<file path="src/logic/link_err_pkg.sv">
// Package: register map, field positions and reset values of the link status and error bank
package link_err_pkg;

  // ****************************************************************
  // Register offsets (byte offsets in the memory-mapped window)
  // ****************************************************************
  localparam logic [11:0] LINK_STATE_REPORT_OFS       = 12'h08A;
  localparam logic [11:0] FATAL_FAULT_FLAGS_OFS       = 12'h1C4;
  localparam logic [11:0] FATAL_FAULT_SUPPRESS_OFS    = 12'h1C8;
  localparam logic [11:0] RECOVERABLE_FAULT_FLAGS_OFS = 12'h1D0;

  // ****************************************************************
  // Link state report fields
  // ****************************************************************
  localparam int          LANE_COUNT_LSB  = 4;
  localparam int          LANE_COUNT_W    = 6;
  localparam int          LINK_RATE_LSB   = 0;
  localparam int          LINK_RATE_W     = 4;
  localparam logic [5:0]  LANE_COUNT_X4   = 6'h04;
  localparam logic [3:0]  LINK_RATE_2G5   = 4'h1;
  localparam logic [15:0] LINK_STATE_RST  = 16'h0001;

  // ****************************************************************
  // Fatal fault bit positions
  // ****************************************************************
  localparam int FATAL_UNSUP_REQ_BIT  = 20;
  localparam int FATAL_MALFORMED_BIT  = 18;
  localparam int FATAL_RX_OVERFLOW_BIT = 17;
  localparam int FATAL_UNEXP_CPL_BIT  = 16;
  localparam int FATAL_CPL_TIMEOUT_BIT = 14;
  localparam int FATAL_DL_PROTO_BIT   = 4;
  localparam logic [31:0] FATAL_IMPL_MASK = 32'h0017_4010;
  localparam logic [31:0] FATAL_FLAGS_RST = 32'h0000_0000;
  localparam logic [31:0] FATAL_SUPP_RST  = 32'h0000_0000;

  // ****************************************************************
  // Recoverable fault bit positions
  // ****************************************************************
  localparam int REC_REPLAY_TMO_BIT   = 12;
  localparam int REC_REPLAY_ROLL_BIT  = 8;
  localparam int REC_BAD_DLLP_BIT     = 7;
  localparam int REC_BAD_TLP_BIT      = 6;
  localparam int REC_RX_FAULT_BIT     = 0;
  localparam logic [31:0] REC_IMPL_MASK   = 32'h0000_11C1;
  localparam logic [31:0] REC_FLAGS_RST   = 32'h0000_0000;

  // Number of receiver fault sources folded into one flag
  localparam int RX_FAULT_SRC_N = 5;

endpackage : link_err_pkg

</file>
<file path="src/logic/link_status_error_regs.sv">
// Link status report and sticky error status/mask register bank
`timescale 1ns/1ps
module link_status_error_regs (
  input  wire logic        clock,
  input  wire logic        srst,
  input  wire logic        por_rst,
  // Register access port (byte address inside the window)
  input  wire logic        reg_wr,
  input  wire logic        reg_rd,
  input  wire logic [11:0] reg_addr,
  input  wire logic [31:0] reg_wdata,
  output      logic [31:0] reg_rdata,
  output      logic        reg_hit,
  // Link state from the physical layer
  input  wire logic [5:0]  negotiated_lane_count,
  input  wire logic [3:0]  current_link_rate,
  // Fatal error event pulses
  input  wire logic        ev_unsup_req,
  input  wire logic        ev_malformed,
  input  wire logic        ev_rx_overflow,
  input  wire logic        ev_unexp_cpl,
  input  wire logic        ev_cpl_timeout,
  input  wire logic        ev_dl_proto,
  // Recoverable error event pulses
  input  wire logic        ev_replay_tmo,
  input  wire logic        ev_replay_roll,
  input  wire logic        ev_bad_dllp,
  input  wire logic        ev_bad_tlp,
  input  wire logic [4:0]  ev_rx_fault,
  // Reporting toward the error signalling logic
  output      logic        fatal_report,
  output      logic [31:0] fatal_report_vec,
  output      logic        receiver_fault_flag
);

  // ****************************************************************
  // State
  // ****************************************************************
  typedef struct packed {
    logic [31:0] suppress;
    logic [15:0] link_state;
    logic [31:0] rdata;
    logic        hit;
    logic [31:0] report_vec;
    logic        report;
  } state_s;

  state_s      state_q;
  state_s      state_d;
  logic [31:0] fatal_flags;
  logic [31:0] rec_flags;
  logic [31:0] fatal_set;
  logic [31:0] rec_set;
  logic        wr_fatal;
  logic        wr_rec;

  // Decode of a register offset, used by both read and write paths
  function automatic logic is_reg(input logic [11:0] addr, input logic [11:0] ofs);
    is_reg = (addr == ofs);
  endfunction : is_reg

  // ****************************************************************
  // Event collection
  // ****************************************************************
  always_comb begin
    fatal_set = '0;
    fatal_set[link_err_pkg::FATAL_UNSUP_REQ_BIT]   = ev_unsup_req;
    fatal_set[link_err_pkg::FATAL_MALFORMED_BIT]   = ev_malformed;
    fatal_set[link_err_pkg::FATAL_RX_OVERFLOW_BIT] = ev_rx_overflow;
    fatal_set[link_err_pkg::FATAL_UNEXP_CPL_BIT]   = ev_unexp_cpl;
    fatal_set[link_err_pkg::FATAL_CPL_TIMEOUT_BIT] = ev_cpl_timeout;
    fatal_set[link_err_pkg::FATAL_DL_PROTO_BIT]    = ev_dl_proto;
  end

  // Receiver fault folds decode, framing, deskew and elastic buffer faults
  always_comb begin
    rec_set = '0;
    rec_set[link_err_pkg::REC_REPLAY_TMO_BIT]  = ev_replay_tmo;
    rec_set[link_err_pkg::REC_REPLAY_ROLL_BIT] = ev_replay_roll;
    rec_set[link_err_pkg::REC_BAD_DLLP_BIT]    = ev_bad_dllp;
    rec_set[link_err_pkg::REC_BAD_TLP_BIT]     = ev_bad_tlp;
    rec_set[link_err_pkg::REC_RX_FAULT_BIT]    = |ev_rx_fault;
  end

  assign wr_fatal = reg_wr && is_reg(reg_addr, link_err_pkg::FATAL_FAULT_FLAGS_OFS);
  assign wr_rec   = reg_wr && is_reg(reg_addr, link_err_pkg::RECOVERABLE_FAULT_FLAGS_OFS);

  // ****************************************************************
  // Sticky flag registers
  // ****************************************************************
  sticky_w1c_bits #(
    .WIDTH (32),
    .IMPL  (link_err_pkg::FATAL_IMPL_MASK)
  ) u_fatal_flags (
    .clock      (clock),
    .por_rst    (por_rst),
    .event_set  (fatal_set),
    .clear_en   (wr_fatal),
    .clear_bits (reg_wdata),
    .flags      (fatal_flags)
  );

  sticky_w1c_bits #(
    .WIDTH (32),
    .IMPL  (link_err_pkg::REC_IMPL_MASK)
  ) u_rec_flags (
    .clock      (clock),
    .por_rst    (por_rst),
    .event_set  (rec_set),
    .clear_en   (wr_rec),
    .clear_bits (reg_wdata),
    .flags      (rec_flags)
  );

  // ****************************************************************
  // Next state: suppress register, link report, read data, reporting
  // ****************************************************************
  always_comb begin
    state_d = state_q;
    // Suppress bits exist only where a fatal flag exists
    if (reg_wr && is_reg(reg_addr, link_err_pkg::FATAL_FAULT_SUPPRESS_OFS)) begin
      state_d.suppress = reg_wdata & link_err_pkg::FATAL_IMPL_MASK;
    end
    // Link report tracks the physical layer; upper bits stay zero
    state_d.link_state = '0;
    state_d.link_state[link_err_pkg::LANE_COUNT_LSB +: link_err_pkg::LANE_COUNT_W] =
      negotiated_lane_count;
    state_d.link_state[link_err_pkg::LINK_RATE_LSB +: link_err_pkg::LINK_RATE_W] =
      current_link_rate;
    // Read data registered; unmapped offsets answer zero with no hit
    state_d.rdata = '0;
    state_d.hit   = 1'b0;
    if (reg_rd) begin
      if (is_reg(reg_addr, link_err_pkg::LINK_STATE_REPORT_OFS)) begin
        state_d.rdata = {16'h0000, state_q.link_state};
        state_d.hit   = 1'b1;
      end else if (is_reg(reg_addr, link_err_pkg::FATAL_FAULT_FLAGS_OFS)) begin
        state_d.rdata = fatal_flags;
        state_d.hit   = 1'b1;
      end else if (is_reg(reg_addr, link_err_pkg::FATAL_FAULT_SUPPRESS_OFS)) begin
        state_d.rdata = state_q.suppress;
        state_d.hit   = 1'b1;
      end else if (is_reg(reg_addr, link_err_pkg::RECOVERABLE_FAULT_FLAGS_OFS)) begin
        state_d.rdata = rec_flags;
        state_d.hit   = 1'b1;
      end
    end
    // Only unsuppressed new fatal events are passed on
    state_d.report_vec = fatal_set & ~state_q.suppress;
    state_d.report     = |(fatal_set & ~state_q.suppress);
  end

  // ****************************************************************
  // Registers
  // ****************************************************************
  // One register for the whole state; ordinary reset spares the sticky suppress bits
  always_ff @(posedge clock) begin
    if (por_rst) begin
      state_q <= '{suppress:   link_err_pkg::FATAL_SUPP_RST,
                   link_state: link_err_pkg::LINK_STATE_RST,
                   rdata:      32'h0000_0000,
                   hit:        1'b0,
                   report_vec: 32'h0000_0000,
                   report:     1'b0};
    end else if (srst) begin
      state_q <= '{suppress:   state_q.suppress,
                   link_state: link_err_pkg::LINK_STATE_RST,
                   rdata:      32'h0000_0000,
                   hit:        1'b0,
                   report_vec: 32'h0000_0000,
                   report:     1'b0};
    end else begin
      state_q <= state_d;
    end
  end

  assign reg_rdata           = state_q.rdata;
  assign reg_hit             = state_q.hit;
  assign fatal_report        = state_q.report;
  assign fatal_report_vec    = state_q.report_vec;
  assign receiver_fault_flag = rec_flags[link_err_pkg::REC_RX_FAULT_BIT];

endmodule : link_status_error_regs

</file>
<file path="src/logic/sticky_w1c_bits.sv">
// Sticky write-one-to-clear flag vector, reset only by the power-on reset
`timescale 1ns/1ps
module sticky_w1c_bits #(
  parameter int          WIDTH = 32,
  parameter logic [31:0] IMPL  = 32'h0000_0000
) (
  input  wire logic             clock,
  input  wire logic             por_rst,
  input  wire logic [WIDTH-1:0] event_set,
  input  wire logic             clear_en,
  input  wire logic [WIDTH-1:0] clear_bits,
  output      logic [WIDTH-1:0] flags
);

  typedef struct packed {
    logic [WIDTH-1:0] flags;
  } state_s;

  state_s state_q;
  state_s state_d;

  // A set in the same cycle as its clear wins, so no event is dropped
  always_comb begin
    state_d = state_q;
    for (int i = 0; i < WIDTH; i++) begin
      if (IMPL[i]) begin
        if (event_set[i]) begin
          state_d.flags[i] = 1'b1;
        end else if (clear_en && clear_bits[i]) begin
          state_d.flags[i] = 1'b0;
        end
      end else begin
        state_d.flags[i] = 1'b0;
      end
    end
  end

  // Only the power-on reset reaches these flops, ordinary resets do not
  always_ff @(posedge clock) begin
    if (por_rst) begin
      state_q <= '0;
    end else begin
      state_q <= state_d;
    end
  end

  assign flags = state_q.flags;

endmodule : sticky_w1c_bits
</file>
<file path="config.mk">
export PLATFORM = sky130hd
export DESIGN_NAME = link_status_error_regs
export DESIGN_NICKNAME = d
export VERILOG_FILES = /design/src/logic/link_err_pkg.sv /design/src/logic/link_status_error_regs.sv /design/src/logic/sticky_w1c_bits.sv
export SDC_FILE = /design/constraint.sdc
export NUM_CORES = 1
export LEC_CHECK = 0
export ABC_CLOCK_PERIOD_IN_PS = 2100
export BUFFER_PORTS_ARGS = -buffer_cell sky130_fd_sc_hd__buf_4
export CAP_MARGIN = 20
export CORE_AREA = 2 2 66 100
export CTS_CLUSTER_SIZE = 30
export DETAILED_ROUTE_END_ITERATION = 10
export DIE_AREA = 0 0 68 102
export PLACE_DENSITY = 0.73
export SYNTH_ARGS = -nofsm -noshare
export SYNTH_HDL_FRONTEND = slang
export SYNTH_SLANG_ARGS = --single-unit
</file>
<file path="constraint.sdc">
create_clock -name clock -period 2.1 [get_ports clock]
set_input_delay 0.21 -clock clock [delete_from_list [all_inputs] [get_ports clock]]
set_output_delay 0.21 -clock clock [all_outputs]
set_load 0.03 [all_outputs]
</file>
==> run metrics <==
IO Pins=141; layout net count=378; Worst IR Drop VDD=316 uV; # clock sinks=51; fraction of layout cells with a size suffix above 1=33.8%; post_cts resized=0; worst reg2reg path depth=2; Pre-antenna DRT Iters=4; R2R Path End=fatal_report; initial antenna violation count=0; Commonest cells post-synth=64 x buf_4, 51 x dfxtp_1, 18 x nor2_1, 15 x and2_1, 13 x nand2b_1; Crit. Startpoint=reg_addr[11]; Req. time, crit path=2.33 ns; ys async rst share=0%; Row Count=35; Longest Clk Path Bufs=2; critical path capture point type=flip-flop; drt first-iter violations=70; vias in the first global route=1580; mapped cell area=0.00236 sq mm; Yosys cell types=32; max_cap viols=0; final hold slack=0.0891 ns; most common cell in the netlist=buf_4; die area=0.00694 sq mm; postcts setup bufs=0; Starting Density=39.1%; Slew headroom=64.2%; CP arrival=1.64 ns; PD cells=652 mW/mm^2; hold_buf cts=0; Synth Warn #=0; Post-Route Setup TNS=0 ns; synthesized instance count=242; status=complete, no violations; Worst R2R Start=state_q[100]; RSZ-0062 raised after global routing=false; top-area cell type share of the netlist area=43.2%; crit path launch type=primary input; setup ws final=0.690 ns; syn avg cell area=9.77 sq um; GR Util All Layers=14.3%; setup slack, reg-to-reg=1.17 ns; CTS H-tree depth=2; pre-CTS setup slack=0.367 ns; first-pass GRT wire length=7.35 mm; post-route ant nets=0; Vias=1726; clk_lat worst skew=0.30 ns; Die Span Y=102 um; Via-to-Cell Ratio=4.55; Worst-Margin Slew=0.535 ns; minimum clock period=1.41 ns; clk slew on worst S/H paths=0.09 ns; final WL=4.73 mm; final design area excluding fillers=0.00283 sq mm; post-layout util=46.7%; final setup violating endpoints=0; EDFF count, synth=0; Placed Area=0.00273 sq mm; GRT Residual Overflow=0; Max FO, Critical Path=6; hold depth=2; clock root cell=clkbuf_8; sequential area share after synthesis=43.2%; Chip Width=68 um; routability cong.=0.771; Synth-to-Final Area Change=19.5%; final hold vios=0; Hold Crit Class=primary input to flip-flop; Worst setup endpoint=reg_rdata[17]; post-detailed-route wirelength per cell=12.5 um; CTS buffer count=5; flops & latches, synth=51; fmax=709 MHz; Placeable Area=0.00604 sq mm; skew final=0.00698 ns; WS Path Type=primary input to flip-flop; largest net degree at the start of global routing=29; PortBufs=77; hpwl dp=3.74 mm; Period Utilization, post-route=67.2%; top_reg_cell synth=dfxtp_1; Ant. Diodes=0; CTS tree=yes; drt drc=0; Max Slew Vio Count=0; Synth area leader=dfxtp_1; Area contributors post-synth=dfxtp_1 43%, buf_4 20%, a311oi_1 4.1%; leakage power=1.30 nW
placed cells by master (no fill, tap or decap):
cell type	instances
buf_4	84
dfxtp_1	51
conb_1	42
nor2_1	18
and2_1	15
nand2b_1	13
inv_1	11
a311oi_1	11
nor3_1	7
mux2i_1	6
a22oi_1	6
clkbuf_8	5
a22o_1	4
nor4_2	3
o22ai_1	3
nor4_4	2
or3b_2	2
or3_1	2
nor4b_1	2
or4_1	2
or4b_2	2
a21oi_1	2
clkinv_4	2
or4_4	1
nand4b_1	1
or4b_1	1
or4bb_1	1
o2bb2ai_1	1
or2_2	1
o31a_1	1
nand3b_1	1
o211a_1	1
clkinvlp_4	1
worst min path at each step:
stage | start | endpoint | slack (ns)
4_1_cts | current_link_rate[0] | state_q[66] | 0.08
3_3_place_gp | current_link_rate[0] | state_q[66] | 0.40
5_1_grt | current_link_rate[0] | state_q[66] | 0.08
3_5_place_dp | current_link_rate[0] | state_q[66] | 0.40
6_report | current_link_rate[0] | state_q[66] | 0.09
2_1_floorplan | current_link_rate[0] | state_q[66] | 0.31
sequential cells by signal, indices dropped and copies added, names as in the netlist:
register and count:
u_rec_flags.flags 5, state_q 16, fatal_report 1, fatal_report_vec 6, u_fatal_flags.flags 6, reg_rdata 16, reg_hit 1
logic make-up after synthesis:
group                  synth area share [%]
buffers and inverters                  23.3
AOI/OAI and AO/OA                      9.84
DFF                                    43.2
other                                 0.159
muxes                                  2.54
and+or+nand+nor                        21.0
worst max-delay path, stage by stage:
cell and delay [ns]:
buf_4 0.11, or4_4 0.59, or3_1 0.54, nor2_1 0.18
cell type report:
cell class | instances | area, sq um
timing repair buffer | 84 | 631
sequential | 51 | 1020
clock inverter | 3 | 25.0
inverter | 11 | 41.3
tap | 74 | 92.6
clock buffer | 5 | 68.8
fill | 611 | 3220
multi-input combinational | 151 | 946
metrics by stage:
| stage | cells | total power, mW |
|---|---|---|
| 5_1_grt | 379 | 1.94 |
| 2_1_floorplan | 283 | 1.27 |
| 3_5_place_dp | 371 | 1.31 |
| 4_1_cts | 379 | 1.87 |
| 3_3_place_gp | 371 | 1.30 |
| 6_report | 379 | 1.84 |
power by group:
group,total (mW),switching [mW],leakage [nW],internal (mW)
registers,1.00,0.0104,0.417,0.994
logic,0.282,0.180,0.839,0.102
clock network,0.556,0.318,0.0443,0.238
routing by layer:
| layer | vias up | GRT usage (%) | part of all wire [%] |
|---|---|---|---|
| met3 | 10 | 3.41 | 7.5 |
| met1 | 786 | 14.5 | 34 |
| met5 | - | 0 | 0 |
| li1 | 845 | - | - |
| met4 | 0 | 7.85 | 2.8 |
| met2 | 85 | 26.1 | 56 |
Note: power is estimated with default switching activity, not from simulation.
